<file path="config.mk">
export PLATFORM = sky130hd
export DESIGN_NAME = vcd_i2c_slave
export DESIGN_NICKNAME = d
export VERILOG_FILES = /design/src/rtl/vcd_pkg.sv /design/src/rtl/vcd_glitch_filter.sv /design/src/rtl/vcd_i2c_slave.sv
export VERILOG_INCLUDE_DIRS = /design/src /design/src/rtl
export SDC_FILE = /design/constraint.sdc
export NUM_CORES = 1
export LEC_CHECK = 0
export ABC_AREA = 1
export BUFFER_PORTS_ARGS = -buffer_cell sky130_fd_sc_hd__buf_2
export CAP_MARGIN = 20
export CORE_UTILIZATION = 54
export CTS_CLUSTER_SIZE = 28
export DETAILED_ROUTE_END_ITERATION = 10
export PLACE_DENSITY = 0.76
export SYNTH_ARGS = -nofsm -noshare
export SYNTH_HDL_FRONTEND = slang
export SYNTH_SLANG_ARGS = --single-unit
</file>
<file path="constraint.sdc">
create_clock -name clk -period 1.3 [get_ports clk]
set_clock_uncertainty 0.1 [all_clocks]
set_input_delay 0.26 -clock clk [delete_from_list [all_inputs] [get_ports clk]]
set_output_delay 0.26 -clock clk [all_outputs]
set_load 0.01 [all_outputs]
</file>
<file path="src/rtl/vcd_params.svh">
// Purpose: named constants of the voice coil driver bus front end
// Assumes: 125 MHz system clock
// Notes:   times in ns, cycle counts derived from them
`ifndef VCD_PARAMS_SVH
`define VCD_PARAMS_SVH

`define VCD_CLK_NS    8
`define VCD_TG_NS     50
`define VCD_THSD_NS   2000000
// glitch window is a longest time: round down
`define VCD_TG_CYC    (`VCD_TG_NS / `VCD_CLK_NS)
// reset hold time is a least time: round up
`define VCD_THSD_CYC  ((`VCD_THSD_NS + `VCD_CLK_NS - 1) / `VCD_CLK_NS)

`define VCD_DEV_ADDR  7'h0c
`define VCD_RW_WRITE  1'h0
`define VCD_BITS      4'h8
`define VCD_LINE_IDLE 1'h1
`define VCD_PTR_RST   8'h00
`define VCD_DRIVE_LVL 1'h0

`endif

</file>
<file path="src/rtl/vcd_pkg.sv">
// Purpose: types shared by the bus front end
// Assumes: constants come from vcd_params.svh
// Notes:   none
package vcd_pkg;

    typedef enum logic [2:0] {
        ST_IDLE   = 3'h0,
        ST_ADDR   = 3'h1,
        ST_REG    = 3'h2,
        ST_DATA   = 3'h3,
        ST_IGNORE = 3'h4
    } vcd_state_e;

    typedef struct packed {
        logic       valid;
        logic [7:0] addr;
        logic [7:0] data;
    } vcd_wr_s;

endpackage

</file>
<file path="src/rtl/vcd_glitch_filter.sv">
// Purpose: rejects pulses shorter than the glitch window on a bus line
// Assumes: din synchronous to clk
// Notes:   output moves after STABLE_CYC equal differing samples
`timescale 1ns/1ps
`include "vcd_params.svh"

module vcd_glitch_filter #(
    parameter int unsigned STABLE_CYC = `VCD_TG_CYC
) (
    input  wire logic clk,
    input  wire logic reset,
    input  wire logic din,
    output logic      dout
);
    localparam int unsigned CW = $clog2(STABLE_CYC + 1);

    logic [CW-1:0] cnt_r;
    logic          dout_r;

    always_ff @(posedge clk) begin
        if (reset) begin
            cnt_r  <= '0;
            dout_r <= `VCD_LINE_IDLE;
        end else if (din == dout_r) begin
            cnt_r  <= '0;
        end else if (cnt_r == CW'(STABLE_CYC - 1)) begin
            cnt_r  <= '0;
            dout_r <= din;
        end else begin
            cnt_r  <= cnt_r + 1'b1;
        end
    end

    assign dout = dout_r;

endmodule

</file>
<file path="src/rtl/vcd_i2c_slave.sv">
// Purpose: write-only two-wire bus slave of the voice coil driver
// Assumes: scl_i and sda_i synchronous to clk; pad logic resolves sda
// Notes:   registers live outside; this block emits one write per data byte
//
// Notes on behaviour
// - answer bus address 7'h0c by default, address is a parameter
// - slave only; handles SCL up to 400 kHz and 1000 kHz
// - SDA moves only while SCL is low, except start and stop
// - start is SDA falling while SCL high
// - stop is SDA rising while SCL high
// - repeated start acts as start; bus stays busy
// - units of nine bits: eight data MSB first, then acknowledge
// - receiver acknowledges by holding SDA low on ninth pulse
// - any number of bytes between start and stop
// - acknowledge an address byte that matches our address and carries the write flag
// - register address byte follows and is acknowledged
// - each data byte acknowledged and written to addressed register
// - register address increments after every data byte
// - optional reset clears registers when both lines held low long
`timescale 1ns/1ps
`include "vcd_params.svh"

module vcd_i2c_slave #(
    parameter logic [6:0]  DEV_ADDR = `VCD_DEV_ADDR,
    parameter int unsigned TG_CYC   = `VCD_TG_CYC,
    parameter int unsigned HSD_CYC  = `VCD_THSD_CYC
) (
    input  wire logic     clk,
    input  wire logic     reset,
    input  wire logic     scl_i,
    input  wire logic     sda_i,
    output logic          sda_o,
    output logic          sda_oe,
    input  wire logic     hw_reset_en,
    output vcd_pkg::vcd_wr_s wr,
    output logic          bus_busy,
    output logic          regs_clear
);
    import vcd_pkg::*;

    localparam int unsigned HW = $clog2(HSD_CYC + 1);

    logic          scl_f;
    logic          sda_f;
    logic          scl_q;
    logic          sda_q;
    logic          scl_rise;
    logic          scl_fall;
    logic          start_det;
    logic          stop_det;
    logic          active;
    logic          byte_done;
    logic          ack_end;
    logic          addr_match;
    vcd_state_e    state_r;
    logic [3:0]    bit_cnt_r;
    logic          ack_phase_r;
    logic [7:0]    shift_r;
    logic          sda_oe_r;
    logic          sda_o_r;
    logic [7:0]    ptr_r;
    vcd_wr_s       wr_r;
    logic          busy_r;
    logic [HW-1:0] hsd_cnt_r;
    logic          clear_r;

    // slave only: scl is never driven, filter lag fits 1 MHz
    // line filters reject short spikes on both wires
    vcd_glitch_filter #(
        .STABLE_CYC (TG_CYC)
    ) u_scl_filt (
        .clk   (clk),
        .reset (reset),
        .din   (scl_i),
        .dout  (scl_f)
    );

    vcd_glitch_filter #(
        .STABLE_CYC (TG_CYC)
    ) u_sda_filt (
        .clk   (clk),
        .reset (reset),
        .din   (sda_i),
        .dout  (sda_f)
    );

    always_ff @(posedge clk) begin
        if (reset) begin
            scl_q <= `VCD_LINE_IDLE;
            sda_q <= `VCD_LINE_IDLE;
        end else begin
            scl_q <= scl_f;
            sda_q <= sda_f;
        end
    end

    assign scl_rise  = scl_f & ~scl_q;
    assign scl_fall  = ~scl_f & scl_q;
    assign start_det = scl_f & scl_q & sda_q & ~sda_f;
    assign stop_det  = scl_f & scl_q & ~sda_q & sda_f;

    assign active = (state_r == ST_ADDR) || (state_r == ST_REG) ||
                    (state_r == ST_DATA);

    assign byte_done = scl_fall & active & ~ack_phase_r &
                       (bit_cnt_r == `VCD_BITS);
    assign ack_end   = scl_fall & ack_phase_r;

    assign addr_match = (shift_r[7:1] == DEV_ADDR) &&
                        (shift_r[0] == `VCD_RW_WRITE);

    // protocol engine: framing, acknowledge and sda drive
    always_ff @(posedge clk) begin
        if (reset || clear_r) begin
            state_r     <= ST_IDLE;
            bit_cnt_r   <= '0;
            ack_phase_r <= 1'b0;
            shift_r     <= '0;
            sda_oe_r    <= 1'b0;
        end else if (start_det) begin
            state_r     <= ST_ADDR;
            bit_cnt_r   <= '0;
            ack_phase_r <= 1'b0;
            sda_oe_r    <= 1'b0;
        end else if (stop_det) begin
            state_r     <= ST_IDLE;
            bit_cnt_r   <= '0;
            ack_phase_r <= 1'b0;
            sda_oe_r    <= 1'b0;
        end else begin
            // data sampled on rising scl, msb first
            if (scl_rise && active && !ack_phase_r &&
                bit_cnt_r != `VCD_BITS) begin
                shift_r   <= {shift_r[6:0], sda_f};
                bit_cnt_r <= bit_cnt_r + 1'b1;
            end
            // drive changes only on falling scl
            if (byte_done) begin
                ack_phase_r <= 1'b1;
                case (state_r)
                    ST_ADDR: begin
                        if (addr_match) begin
                            sda_oe_r <= 1'b1;
                            state_r  <= ST_REG;
                        end else begin
                            sda_oe_r <= 1'b0;
                            state_r  <= ST_IGNORE;
                        end
                    end
                    ST_REG: begin
                        sda_oe_r <= 1'b1;
                        state_r  <= ST_DATA;
                    end
                    ST_DATA: begin
                        sda_oe_r <= 1'b1;
                    end
                    default: begin
                        sda_oe_r <= 1'b0;
                    end
                endcase
            end else if (ack_end) begin
                // release after ninth pulse
                sda_oe_r    <= 1'b0;
                ack_phase_r <= 1'b0;
                bit_cnt_r   <= '0;
            end
        end
    end

    // only a low level is ever driven
    always_ff @(posedge clk) begin
        if (reset) begin
            sda_o_r <= `VCD_DRIVE_LVL;
        end else begin
            sda_o_r <= `VCD_DRIVE_LVL;
        end
    end

    // register pointer and write strobe
    always_ff @(posedge clk) begin
        if (reset || clear_r) begin
            ptr_r <= `VCD_PTR_RST;
            wr_r  <= '0;
        end else begin
            wr_r.valid <= 1'b0;
            if (byte_done && state_r == ST_REG) begin
                ptr_r <= shift_r;
            end else if (byte_done && state_r == ST_DATA) begin
                wr_r.valid <= 1'b1;
                wr_r.addr  <= ptr_r;
                wr_r.data  <= shift_r;
                ptr_r      <= ptr_r + 1'b1;
            end
        end
    end

    // busy from start (or repeated start) until stop
    always_ff @(posedge clk) begin
        if (reset || clear_r) begin
            busy_r <= 1'b0;
        end else if (start_det) begin
            busy_r <= 1'b1;
        end else if (stop_det) begin
            busy_r <= 1'b0;
        end
    end

    // both lines low for the hold time clears the registers
    always_ff @(posedge clk) begin
        if (reset) begin
            hsd_cnt_r <= '0;
            clear_r   <= 1'b0;
        end else if (hw_reset_en && !scl_f && !sda_f) begin
            if (hsd_cnt_r == HW'(HSD_CYC)) begin
                clear_r <= 1'b1;
            end else begin
                hsd_cnt_r <= hsd_cnt_r + 1'b1;
            end
        end else begin
            hsd_cnt_r <= '0;
            clear_r   <= 1'b0;
        end
    end

    assign sda_o      = sda_o_r;
    assign sda_oe     = sda_oe_r;
    assign wr         = wr_r;
    assign bus_busy   = busy_r;
    assign regs_clear = clear_r;
endmodule

</file>
## After elaboration in Yosys (flattened, before gate mapping)

Index checks and enable logic that the tools add are counted.

| word-level totals | value |
|---|---|
| input bits | 5 |
| output and inout bits | 21 |
| flip-flop bits (word level) | 72 |
| word-level logic and storage cells | 108 |

| cells by class | value |
|---|---|
| bitwise operators | 23 |
| mux-type cells | 18 |
| equality and inequality tests | 11 |
| add/subtract/negate cells | 5 |
| reductions and logical operators | 32 |

Operators with widths:

| cell | count |
|---|---|
| $add 18x1->18 const B | 1 |
| $eq 18x18->1 const B | 1 |
| $mux 17 | 1 |
| $mux 8 | 2 |
| $mux 4 | 3 |
| $not 1->1 | 12 |
| $and 1x1->1 | 11 |
| $reduce_and 2->1 | 5 |
| $mux 1 | 9 |
| $reduce_or 3->1 | 3 |
| $add 8x1->8 const B | 1 |
| $logic_and 1x1->1 | 8 |
| $reduce_bool 2->1 | 4 |
| $eq 7x4->1 const B | 1 |
| $add 3x1->3 const B | 2 |
| $eq 3x2->1 const B | 2 |
| $eq 3x3->1 const B | 2 |
| $pmux 3 s2 | 1 |
| $reduce_or 2->1 | 3 |
| $add 4x1->4 const B | 1 |
| $eq 4x4->1 const B | 1 |
| $ne 4x4->1 const B | 1 |
| $reduce_bool 4->1 | 1 |
| $eq 3x1->1 const B | 1 |
| 7 further kinds | 12 |

## Depth between registers and ports, before layout

Gate-level depths: netlist (run 1).

| logic depth | value |
|---|---|
| depth in word-level cells | 9 |
| mapped depth | 10 |
| depth with buffers taken out | 9 |

## Hierarchy

From an unflattened synthesis (run 1), not the netlist that was laid out.

| second synthesis, totals | value |
|---|---|
| cell total of the unflattened synthesis | 466 |
| area, all modules | 3410.8 um^2 |

By module, submodules not included:

| module | instances | sequential area each (um^2) | area an instance (um^2) | cells each |
|---|---|---|---|---|
| vcd_i2c_slave | 1 | 1281.2 | 3060.4 | 422 |
| vcd_glitch_filter | 2 | 80.1 | 175.2 | 22 |

## Worst setup path after synthesis (run 1)

No wires, ideal clock.

| path | value |
|---|---|
| path type | register -> register |
| from | register bit_cnt_r[0] |
| to | register ptr_r[7] |
| arrival | 1.222 ns |
| required time | 1.088 ns |
| slack | -0.134 ns |
| buffers on the path | 1 |
| library setup time | 0.112 ns |
| period minus slack after synthesis | 1.434 ns |
| stages on the path, launching flop included | 11 |
| cells stage by stage | dfxtp_1 -> inv_1 -> ha_1 -> nand3_2 -> nor2_4 -> nand2_2 -> buf_6 -> nand2_1 -> o21ai_1 -> nand2_1 -> nand2_1 |

| between the ends | value |
|---|---|
| word-level cells in the longest chain between the ends | 4 |
| elaborated cells between the ends (all ways) | 6 |
| those cells by class | 1 x eq/ne; 1 x mux; 1 x bitwise; 3 x reduce/logical |

Ends and longest elaborated chain:

| element | line | source |
|---|---|---|
| start: declaration | vcd_i2c_slave.sv:56 | `logic [3:0] bit_cnt_r;` |
| start signal: assignment | vcd_i2c_slave.sv:135 | `bit_cnt_r <= bit_cnt_r + 1'b1;` |
| $eq 4x4->1 (no source line) (*) | n/a |  |
| $and 1x1->1 (*) | vcd_i2c_slave.sv:105 | `assign byte_done = scl_fall & active & ~ack_phase_r &` |
| $logic_and 1x1->1 (on tied branches) | vcd_i2c_slave.sv:186, vcd_i2c_slave.sv:188 |  |
| $mux 8 or $reduce_bool 2->1 (tied branches) | n/a |  |
| end signal: assignment | vcd_i2c_slave.sv:182 | `` ptr_r <= `VCD_PTR_RST; `` |
| end signal: assignment | vcd_i2c_slave.sv:187 | `ptr_r <= shift_r;` |
| end signal: assignment | vcd_i2c_slave.sv:192 | `ptr_r <= ptr_r + 1'b1;` |
| end: declaration | vcd_i2c_slave.sv:61 | `logic [7:0] ptr_r;` |

Every way passes the cells marked *; elsewhere a longest branch is shown, timed or not.
A chain may end at the register's enable or synchronous reset.

## Worst setup path in the final report (run 1)

| path | value |
|---|---|
| from | register bit_cnt_r[0] |
| to | register ptr_r[0] |

The elaborated chain is that of the path after synthesis.

==> results of run 1 <==
## through the flow
step | total power, mW | setup WS (ns) | hold WS (ns) | cells
after floorplan | 2.31 | -0.0861 | 0.306 | 490
final | 4.22 | -0.241 | 0.0774 | 659
after global routing | 4.32 | -0.342 | 0.0965 | 659
after detailed placement | 2.34 | -0.282 | 0.348 | 625
after CTS | 4.21 | -0.196 | 0.0693 | 649
after global placement | 2.33 | -0.191 | 0.332 | 625
## logic make-up after synthesis
logic type | after synthesis
xor+xnor | 9
buf+inv | 70
fa+ha+maj | 9
simple gates | 257
other cells | 1
compound gates | 72
flops | 72
## worst reg2reg max path, stage by stage (launching register included)
cell     delay [ns]
dfxtp_2        0.33
inv_2          0.06
ha_4           0.15
nand2_2        0.07
nor2_4         0.10
nand4_1        0.10
buf_6          0.17
buf_8          0.14
nand2_1        0.07
nand2_1        0.07
a21oi_2        0.12
## where the power goes
part | leakage (nW) | total [mW] | internal [mW] | switching [mW]
clock network | 0.103 | 1.93 | 1.00 | 0.926
logic | 1.35 | 0.0860 | 0.0285 | 0.0575
registers | 0.588 | 2.20 | 2.20 | 0.00464
## cells in the final DEF (no fill, tap or decap), types with 12 or more instances in the layout
cell	Yosys	routed
a21oi_1	45	35
inv_1	53	46
o21ai_2	1	12
buf_2	6	23
buf_6	2	12
dfxtp_1	72	53
buf_4	1	48
nand2_2	1	12
nand2_1	136	118
nand3_1	25	21
nor2_1	63	51
dfxtp_2	0	15
## routing by layer
metal	part of all wire [%]	global-route usage (%)	up-vias	wire length [um]
met5	0	0	-	0
met4	3.4	14.8	0	338
met3	4.0	5.17	34	391
met2	54	52.0	131	5300
met1	38	28.8	1682	3770
li1	-	-	1738	-
## how the worst max path moves through the flow
stage                     cells after the start        to  slack (ns)         start
after global routing                         10  ptr_r[0]       -0.34  bit_cnt_r[0]
after detailed placement                      8     wr[1]       -0.28  bit_cnt_r[1]
after global placement                        8     wr[2]       -0.19  bit_cnt_r[1]
after CTS                                    10  ptr_r[0]       -0.20  bit_cnt_r[0]
after floorplan                               9    wr[11]       -0.09  bit_cnt_r[1]
final                                        10  ptr_r[0]       -0.24  bit_cnt_r[0]
## repair_timing
action / 4_1_cts / 5_1_grt
setup endpoints to repair: 62 / 62
resized for setup: 72 / 73
pin swaps: 25 / 23
cloned: 1 / 1
buffers inserted: 8 / 9
## sequential cells by signal (all words and copies together) (netlist names), 3 cells and up
signal and count:
hsd_cnt_r 18, wr 17, ptr_r 8, shift_r 8, bit_cnt_r 4, state_r 3
u_scl_filt.cnt_r 3, u_sda_filt.cnt_r 3
## area by class of cell
type	instances	area (um^2)
clock buffer	11	151
clock inverter	5	62.6
fill	373	1220
inverter	59	246
multi-input combinational	349	2040
sequential	72	1480
tap	75	93.8
timing repair buffer	88	701
==> summary.md, run 1 <==
| Metric | Value |
|---|---|
| Placed inst area | `3950 um^2` |
| CTS tree | `done` |
| # rows | `28` |
| Cell Pwr Density | `886 nW/um^2` |
| Register bit total from synthesis | `72` |
| Endpoints failing setup | `50` |
| EDFF count, synth | `0` |
| Post-route cell area | `4770 um^2` |
| First-pass GRT wire length | `13.8 mm` |
| Worst vdd ir | `0.864 mV` |
| Crit Path Max Fanout | `8` |
| Post-synth net total | `504` |
| Vias in the first global route | `3,164` |
| Hold Startpoint | `sda_i` |
| N_diodes | `0` |
| Post-DP HPWL | `5.56 mm` |
| Via count | `3,585` |
| CP Class | `reg -> reg` |
| CP Buf/Inv Count | `3` |
| Final hold violations | `0` |
| Die height | `81.3 um` |
| Hold Crit Class | `in -> reg` |
| CP Cell Sequence | `inv_2 -> ha_4 -> nand2_2 -> nor2_4 -> nand4_1 -> buf_6 -> buf_8 -> nand2_1 -> nand2_1 -> a21oi_2` |
| Most area-hungry cell type in the Yosys netlist | `dfxtp_1` |
| Post-CTS Hold Buffers | `0` |
| Initial antenna violation count | `0` |
| Starting Density | `56.6%` |
| # H-tree levels | `3` |
| Most frequent cell after synthesis | `nand2_1` |
| Largest net degree at the start of global routing | `25` |
| Post-synth top area share | `42.5%` |
| Synth Area in Compound Gates | `11.2%` |
| MaxCap Viol Count | `0` |
| Yosys warns | `0` |
| Critical Path RT | `1.50 ns` |
| # IOs | `26` |
| CP max-delay cell | `dfxtp_2` |
| Failing checks | `negative setup slack` |
| Die ar. | `6600 um^2` |
| Critical Path Most Common Cell | `nand2_1` |
| Clock buffer depth | `2` |
| Largest family of logic cells by synthesized area | `simple AND/OR/NAND/NOR gates` |
| Setup crit start kind | `flop` |
| GP Congestion | `0.868` |
| Fmax | `649 MHz` |
| Clock-pin slew on the worst setup and hold paths | `0.08 ns` |
| Commonest cells in the netlist | `nand2_1, dfxtp_1, nor2_1` |
| Initial DRC count | `192` |
| Worst R2R Start | `bit_cnt_r[0]` |
| Core footprint | `5990 um^2` |
| Synth top area cells | `dfxtp_1, nand2_1, nor2_1` |
| Die W | `81.3 um` |
| Leakage Power | `2.04 nW` |
| RSZ-0062 raised after global routing | `yes` |
| Synthesized area | `3390 um^2` |
| Hold endpoint | `u_sda_filt.dout` |
| Worst reg2reg endpoint | `ptr_r[0]` |
| Clock sink count | `72` |
| Fin nets | `593` |
| P&R area growth vs syn | `40.4%` |
| Multiplexer area fraction after synthesis | `0%` |
| DRC | `0` |
| Worst reg2reg path depth | `10` |
| Vias per std cell | `5.44` |
| Post-synthesis cell type count | `31` |
| TNS Setup | `-6.23 ns` |
| Num CTS Buffers | `9` |
| Slowest stage delay, CP | `0.33 ns` |
| Period utilization | `119%` |
| Post-synth top flop | `dfxtp_1` |
| Worst skew pair latency | `0.36 ns` |
| Flop2flop setup slack | `-0.24 ns` |
| Simple logic cell fraction of the synthesized area | `32.0%` |
| Hold Path Stages | `3` |
| Global Route Usage Sum | `27.7%` |
| Total grt overflow | `0` |
| CP Capture Type | `flop` |
| Adder-cell share of the synthesized area | `3.32%` |
| Post-DR wirelength/cell | `14.9 um` |
| Sequential share of the synthesized area | `42.5%` |
| Port buffer count | `24` |
| Ys async rst share | `0%` |
| Critical Path AT | `1.74 ns` |
| Total wire length | `9.80 mm` |
| Detailed Routing Iterations Pass 1 | `5` |
| Avg Inst Size Synth | `6.93 um^2` |
| Max-slew violations | `0` |
| Antenna-violating nets left | `0` |
| Status | `finished, violations left` |
| Mapped Cells | `490` |
| Utilization after layout | `79.6%` |
| Share of layout cells above drive strength 1 | `37.5%` |
| Root Driver | `clkbuf_8` |
| Post-Synth XOR/XNOR Area | `2.32%` |
| Final min period | `1.54 ns` |
| Worst setup margin | `-0.241 ns` |
| Worst path top cell family by delay | `simple AND/OR/NAND/NOR gates` |
Note: power is estimated with default switching activity, not from simulation.
==> run 2: changes to the inputs <==
Settings changed: CORE_UTILIZATION 54 to 50, PLACE_DENSITY 0.76 to 0.71, SKIP_LAST_GASP set to 1.
==> run 2 against run 1 <==
Effect of this change:
- the run ends with design-rule violations, negative setup slack left
- largest power group unchanged
- critical path depth decreased by 2
- utilization is 6.5 points lower
- critical endpoint is now ptr_r[2]
- power shrank 3.8%
- setup slack lost 0.013 ns
- register-to-register slack about the same
- cell area down 0.97%
- flip-flop and latch count did not move
- first-iteration DRC count up 15%
- fmax shrank 0.83%
==> summary.md, run 2 (same netlist as run 1, synthesis figures left out) <==
| Metric | Value |
|---|---|
| RSZ-0062 raised after global routing | `yes (unchanged)` |
| Critical Path AT | `1.68 ns (was 1.74 ns)` |
| Failing checks | `design-rule violations, negative setup slack (was negative setup slack)` |
| Fin nets | `589 (was 593)` |
| Placed Cells | `628 (was 625)` |
| Critical Path RT | `1.43 ns (was 1.50 ns)` |
| Clock buffer depth | `2 (unchanged)` |
| GP Congestion | `0.819 (was 0.868)` |
| Vias in the first global route | `3,095 (was 3,164)` |
| Port buffer count | `24 (unchanged)` |
| Most common cell after layout, fill and taps aside | `nand2_1 (unchanged)` |
| Worst vdd ir | `0.845 mV (was 0.864 mV)` |
| Core footprint | `6460 um^2 (was 5990 um^2)` |
| Clock-pin slew on the worst setup and hold paths | `0.07 ns (was 0.08 ns)` |
| CP Class | `reg -> reg (unchanged)` |
| Cell Pwr Density | `860 nW/um^2 (was 886 nW/um^2)` |
| Leakage Power | `1.99 nW (was 2.04 nW)` |
| Non-Filler Instances | `657 (was 659)` |
| # H-tree levels | `3 (unchanged)` |
| Initial DRC count | `221 (was 192)` |
| Die ar. | `7120 um^2 (was 6600 um^2)` |
| Max-slew violations | `0 (unchanged)` |
| Post-DP HPWL | `5.67 mm (was 5.56 mm)` |
| Largest net degree at the start of global routing | `25 (unchanged)` |
| Most flop-heavy register | `hsd_cnt_r (unchanged)` |
| N_diodes | `0 (unchanged)` |
| Endpoints failing setup | `43 (was 50)` |
| Die W | `84.4 um (was 81.3 um)` |
| P&R area growth vs syn | `39.1% (was 40.4%)` |
| Max FFs per register | `18 (unchanged)` |
| Initial antenna violation count | `0 (unchanged)` |
| Starting Density | `52.5% (was 56.6%)` |
| Period utilization | `119% (about the same)` |
| Fmax | `644 MHz (was 649 MHz)` |
| Dpl ws | `-0.181 ns (was -0.282 ns)` |
| Via count | `3,443 (was 3,585)` |
| Detailed Routing Iterations Pass 1 | `8 (was 5)` |
| DRC | `3 (was 0)` |
| Antenna-violating nets left | `0 (unchanged)` |
| Clock sink count | `72 (unchanged)` |
| First-pass GRT wire length | `13.5 mm (was 13.8 mm)` |
| MaxCap Viol Count | `0 (unchanged)` |
| Post-DR wirelength/cell | `13.3 um (was 14.9 um)` |
| Utilization after layout | `73.1% (was 79.6%)` |
| # IOs | `26 (unchanged)` |
| # rows | `29 (was 28)` |
| Die height | `84.4 um (was 81.3 um)` |
| Most frequent cells in the layout | `nand2_1, dfxtp_1, nor2_1, buf_4, inv_1 (unchanged)` |
| Vias per std cell | `5.24 (was 5.44)` |
| Total wire length | `8.71 mm (was 9.80 mm)` |
| Crit Path Max Fanout | `5 (was 8)` |
| CP Capture Type | `flop (unchanged)` |
| Num CTS Buffers | `9 (unchanged)` |
| TNS Setup | `-6.52 ns (was -6.23 ns)` |
| Total grt overflow | `0 (unchanged)` |
| Share of layout cells above drive strength 1 | `36.6% (was 37.5%)` |
| Final hold violations | `0 (unchanged)` |
| Global Route Usage Sum | `23.8% (was 27.7%)` |
| Worst setup margin | `-0.253 ns (was -0.241 ns)` |
| Status | `finished, violations left (unchanged)` |
| Root Driver | `clkbuf_8 (unchanged)` |
| Final min period | `1.55 ns (was 1.54 ns)` |
| Post-CTS Hold Buffers | `0 (unchanged)` |
| Worst skew pair latency | `0.34 ns (was 0.36 ns)` |
| Setup crit start kind | `flop (unchanged)` |
| CTS tree | `done (unchanged)` |
| Hold Crit Class | `in -> reg (unchanged)` |
[run 2: cell types whose count changed in the layout (fill, tap and decap cells not counted), moves of 3 or more]
cell	change
nand2_4	+8
a21oi_1	-4
buf_6	-6
o21ai_1	+4
dfxtp_2	-3
nand3_1	+3
o21ai_2	-4
nand2_1	-7
buf_4	+3
dfxtp_1	+3
a21oi_2	+4
[run 2: metal layers]
| layer | vias to the layer above | wire, um | track usage [%] |
|---|---|---|---|
| met5 | - | 0 | 0 |
| met4 | 0 | 167 | 6.01 |
| met3 | 14 | 318 | 6.69 |
| met2 | 97 | 4360 | 40.7 |
| met1 | 1611 | 3860 | 29.8 |
| li1 | 1721 | - | - |
[run 2: what timing repair did]
action | CTS | global route
pin swaps | 13 | 24
gates resized for setup | 42 | 103
setup buffers | 7 | 2
setup endpoints to repair | 61 | 63
gates cloned | 2 | 2
hold endpoints to repair | 0 | 0
[run 2: power breakdown]
part | internal [mW] | switching, mW | leakage [nW]
Clock | 0.987 | 0.786 | 0.103
Sequential | 2.20 | 0.00437 | 0.588
Combinational | 0.0287 | 0.0532 | 1.30
Total | 3.22 | 0.843 | 1.99
[run 2: worst paths after layout]
kind                             from                  end  slack, ns  cells after the start
setup / recovery         bit_cnt_r[0]             ptr_r[2]      -0.25                      8
hold reg to reg   u_sda_filt.cnt_r[0]  u_sda_filt.cnt_r[0]       0.35                      1
hold / removal                  scl_i      u_scl_filt.dout       0.08                      3
setup reg to reg         bit_cnt_r[0]             ptr_r[2]      -0.25                      8
[run 2: metrics by stage]
stage               area [um^2]  total power, mW  hold slack (ns)
floorplan                  3460             2.31            0.306
finish                     4720             4.06           0.0829
CTS                        4370             4.10           0.0708
global route               4720             4.20           0.0836
detailed placement         3960             2.34            0.339
global placement           3960             2.34            0.331
[run 2: cell type report]
type                    instances  area, um^2
clock inverters                 3        40.0
inverters                      59         246
multi-input cells             348        2040
repair buffers                 85         668
fillers                       512        1740
flip-flops and latches         72        1470
well taps                      77        96.3
clock buffers                  13         159
[run 2: critical path, stage by stage, from the launching register on]
cell and delay [ns]:
dfxtp_2 0.32, inv_2 0.07, ha_4 0.15, nand3_2 0.10, nor2_4 0.20, buf_4 0.16
o211ai_1 0.08, a21oi_1 0.19, nor2_1 0.07
==> run 3: changes to the inputs <==
Settings changed: REMOVE_ABC_BUFFERS set to 1.
==> run 3 against run 2 <==
Effect of this change:
- the run still ends with design-rule violations, negative setup slack left
- setup slack got worse by 0.0048 ns
- critical path depth grew 3
- cell count rose by 0.30%
- sequential power is essentially flat
- die area unchanged
- power is 12% higher
- critical path type unchanged
- critical endpoint is now ptr_r[6]
==> summary.md, run 3 (same netlist as run 1, synthesis figures left out) <==
| Metric | Value |
|---|---|
| CTS tree | `done (unchanged)` |
| Top Metal Used | `met4 (unchanged)` |
| N_diodes | `0 (unchanged)` |
| GP Congestion | `0.895 (was 0.819)` |
| Antenna-violating nets left | `0 (unchanged)` |
| CP Capture Type | `flop (unchanged)` |
| Critical Path Stages | `11 (was 8)` |
| Final hold violations | `0 (unchanged)` |
| Utilization after layout | `72.5% (was 73.1%)` |
| Hold Crit Class | `in -> reg (unchanged)` |
| Worst vdd ir | `0.582 mV (was 0.845 mV)` |
| Clock-pin slew on the worst setup and hold paths | `0.08 ns (was 0.07 ns)` |
| CP Class | `reg -> reg (unchanged)` |
| Leakage Power | `1.96 nW (was 1.99 nW)` |
| Detailed Routing Iterations Pass 1 | `7 (was 8)` |
| MaxCap Viol Count | `0 (unchanged)` |
| Slowest stage delay, CP | `0.33 ns (was 0.32 ns)` |
| Part of the power in the clock network | `49.7% (was 43.7%)` |
| Post-DP HPWL | `5.61 mm (was 5.67 mm)` |
| Clock sink count | `72 (unchanged)` |
| CP Buf/Inv Count | `3 (was 2)` |
| Root Driver | `clkbuf_8 (unchanged)` |
| Share of layout cells above drive strength 1 | `32.8% (was 36.6%)` |
| Worst path top cell family by delay | `simple AND/OR/NAND/NOR gates (unchanged)` |
| Failing checks | `design-rule violations, negative setup slack (unchanged)` |
| Worst setup margin | `-0.258 ns (was -0.253 ns)` |
| CP max-delay cell | `dfxtp_2 (unchanged)` |
| CP Cell Sequence | `inv_2 -> ha_4 -> buf_6 -> nand3_4 -> nor2_4 -> buf_6 -> nand2_8 -> nand2_4 -> nand2_2 -> nor2_1 -> nor2_1 (was inv_2 -> ha_4 -> nand3_2 -> nor2_4 -> buf_4 -> o211ai_1 -> a21oi_1 -> nor2_1)` |
| Placed Cells | `631 (was 628)` |
| Vias in the first global route | `3,126 (was 3,095)` |
| Max FFs per register | `18 (unchanged)` |
| Most frequent cells in the layout | `nand2_1, dfxtp_1, nor2_1, buf_4, inv_1 (unchanged)` |
| Endpoints failing setup | `46 (was 43)` |
| Critical Path RT | `1.44 ns (was 1.43 ns)` |
| Period utilization | `120% (was 119%)` |
| # rows | `29 (unchanged)` |
| Dpl ws | `-0.339 ns (was -0.181 ns)` |
| Core footprint | `6460 um^2 (unchanged)` |
| Vias per std cell | `5.17 (was 5.24)` |
| Fmax | `642 MHz (was 644 MHz)` |
| Routed wl met3 | `412 um (was 318 um)` |
| # IOs | `26 (unchanged)` |
| Total wire length | `8.79 mm (was 8.71 mm)` |
| P&R area growth vs syn | `38.1% (was 39.1%)` |
| Die ar. | `7120 um^2 (unchanged)` |
| Global Route Usage Sum | `23.7% (was 23.8%)` |
| Non-Filler Instances | `659 (was 657)` |
| Setup crit start kind | `flop (unchanged)` |
| Final min period | `1.56 ns (was 1.55 ns)` |
| Filler cells | `503 (was 512)` |
| DRC | `1 (was 3)` |
| Total grt overflow | `0 (unchanged)` |
| Max-slew violations | `0 (unchanged)` |
| Sequential Power Share | `48.6% (was 54.3%)` |
| Flop2flop setup slack | `-0.26 ns (was -0.25 ns)` |
| Worst reg2reg endpoint | `ptr_r[6] (was ptr_r[2])` |
| Clock buffer depth | `2 (unchanged)` |
| Starting Density | `52.5% (unchanged)` |
| Worst reg2reg path depth | `11 (was 8)` |
| Psw | `0.930 mW (was 0.843 mW)` |
| Comb pwr share | `1.7% (was 2.0%)` |
| Crit path from | `bit_cnt_r[0] (unchanged)` |
| Met2 wire length | `4.54 mm (was 4.36 mm)` |
| Hold Startpoint | `scl_i (unchanged)` |
| Met1 Routed Length | `3.54 mm (was 3.86 mm)` |
| RSZ-0062 raised after global routing | `yes (unchanged)` |
| Fin nets | `591 (was 589)` |
| Most flop-heavy register | `hsd_cnt_r (unchanged)` |
| Status | `finished, violations left (unchanged)` |
| CP Capture Point | `ptr_r[6] (was ptr_r[2])` |
| Cell Pwr Density | `967 nW/um^2 (was 860 nW/um^2)` |
| Num CTS Buffers | `9 (unchanged)` |
| Die height | `84.4 um (unchanged)` |
| Crit Path Max Fanout | `6 (was 5)` |
| Critical Path AT | `1.70 ns (was 1.68 ns)` |
| Sw frac | `20.5% (was 20.8%)` |
| Via count | `3,404 (was 3,443)` |
| Post-DR wirelength/cell | `13.3 um (about the same)` |
| Initial antenna violation count | `0 (unchanged)` |
| # H-tree levels | `3 (unchanged)` |
| Largest net degree at the start of global routing | `25 (unchanged)` |
| First-pass GRT wire length | `13.4 mm (was 13.5 mm)` |
| Worst skew pair latency | `0.35 ns (was 0.34 ns)` |
| Die W | `84.4 um (unchanged)` |
| Most common cell after layout, fill and taps aside | `nand2_1 (unchanged)` |
| Hold Path Stages | `3 (unchanged)` |
| P_int | `3.60 mW (was 3.22 mW)` |
| Initial DRC count | `222 (was 221)` |
| Worst R2R Start | `bit_cnt_r[0] (unchanged)` |
| Port buffer count | `24 (unchanged)` |
[run 3: cell count changes in the layout (fill, tap and decap cells not counted), sizes merged]
cell / delta
clkbuf: -1
inv: +1
clkinv: -2
clkinvlp: +1
nand2: +1
bufinv: +2
[run 3: what timing repair did]
item,4_1_cts,5_1_grt
pin swaps,14,25
cloned,1,3
setup endpoints to repair,53,62
resized for setup,65,57
hold buffers,0,0
setup buffers,5,3
[run 3: routing by layer]
| metal | global-route usage, % | up-vias |
|---|---|---|
| met3 | 6.69 | 30 |
| met1 | 27.3 | 1546 |
| met2 | 42.5 | 98 |
| met5 | 0 | - |
| li1 | - | 1730 |
| met4 | 7.70 | 0 |
[run 3: area by class of cell]
class / instances / area, um^2 / share of cell area [%]
clock buffer: 11 / 151 / 3.23
clock inverter: 5 / 103 / 2.19
inverter: 59 / 231 / 4.94
multi-input combinational: 349 / 1960 / 41.8
sequential: 72 / 1470 / 31.4
tap: 77 / 96.3 / 2.06
timing repair buffer: 86 / 674 / 14.4
[run 3: worst min-delay path by stage]
stage	end
after global placement	u_sda_filt.cnt_r[0]
after detailed placement	u_scl_filt.cnt_r[0]
after CTS	scl_q
after global routing	u_scl_filt.dout
final	u_scl_filt.dout
after floorplan	u_scl_filt.dout
[run 3: metrics by stage]
| step | TNS (ns) | power (mW) | area [um^2] | hold WS [ns] |
|---|---|---|---|---|
| after floorplan | -16.85 | 2.30 | 3330 | 0.306 |
| after global placement | -8.29 | 2.34 | 3940 | 0.329 |
| after detailed placement | -10.56 | 2.34 | 3940 | 0.348 |
| after CTS | -5.64 | 4.55 | 4440 | 0.0542 |
| after global routing | -12.34 | 4.67 | 4690 | 0.0803 |
| final | -7.72 | 4.53 | 4690 | 0.0794 |
[run 3: power groups by stage]
stage / registers (mW) / clock network [mW] / logic (mW)
after floorplan: 2.27 / 0 / 0.0394
after global placement: 2.27 / 0 / 0.0700
after detailed placement: 2.27 / 0 / 0.0714
after CTS: 2.21 / 2.27 / 0.0734
after global routing: 2.20 / 2.38 / 0.0867
final: 2.20 / 2.25 / 0.0776
[run 3: worst reg2reg max path, stage by stage (launching register included)]
cell     delay, ns
dfxtp_2       0.33
inv_2         0.07
ha_4          0.14
buf_6         0.09
nand3_4       0.07
nor2_4        0.16
buf_6         0.14
nand2_8       0.07
nand2_4       0.06
nand2_2       0.04
nor2_1        0.11
nor2_1        0.05
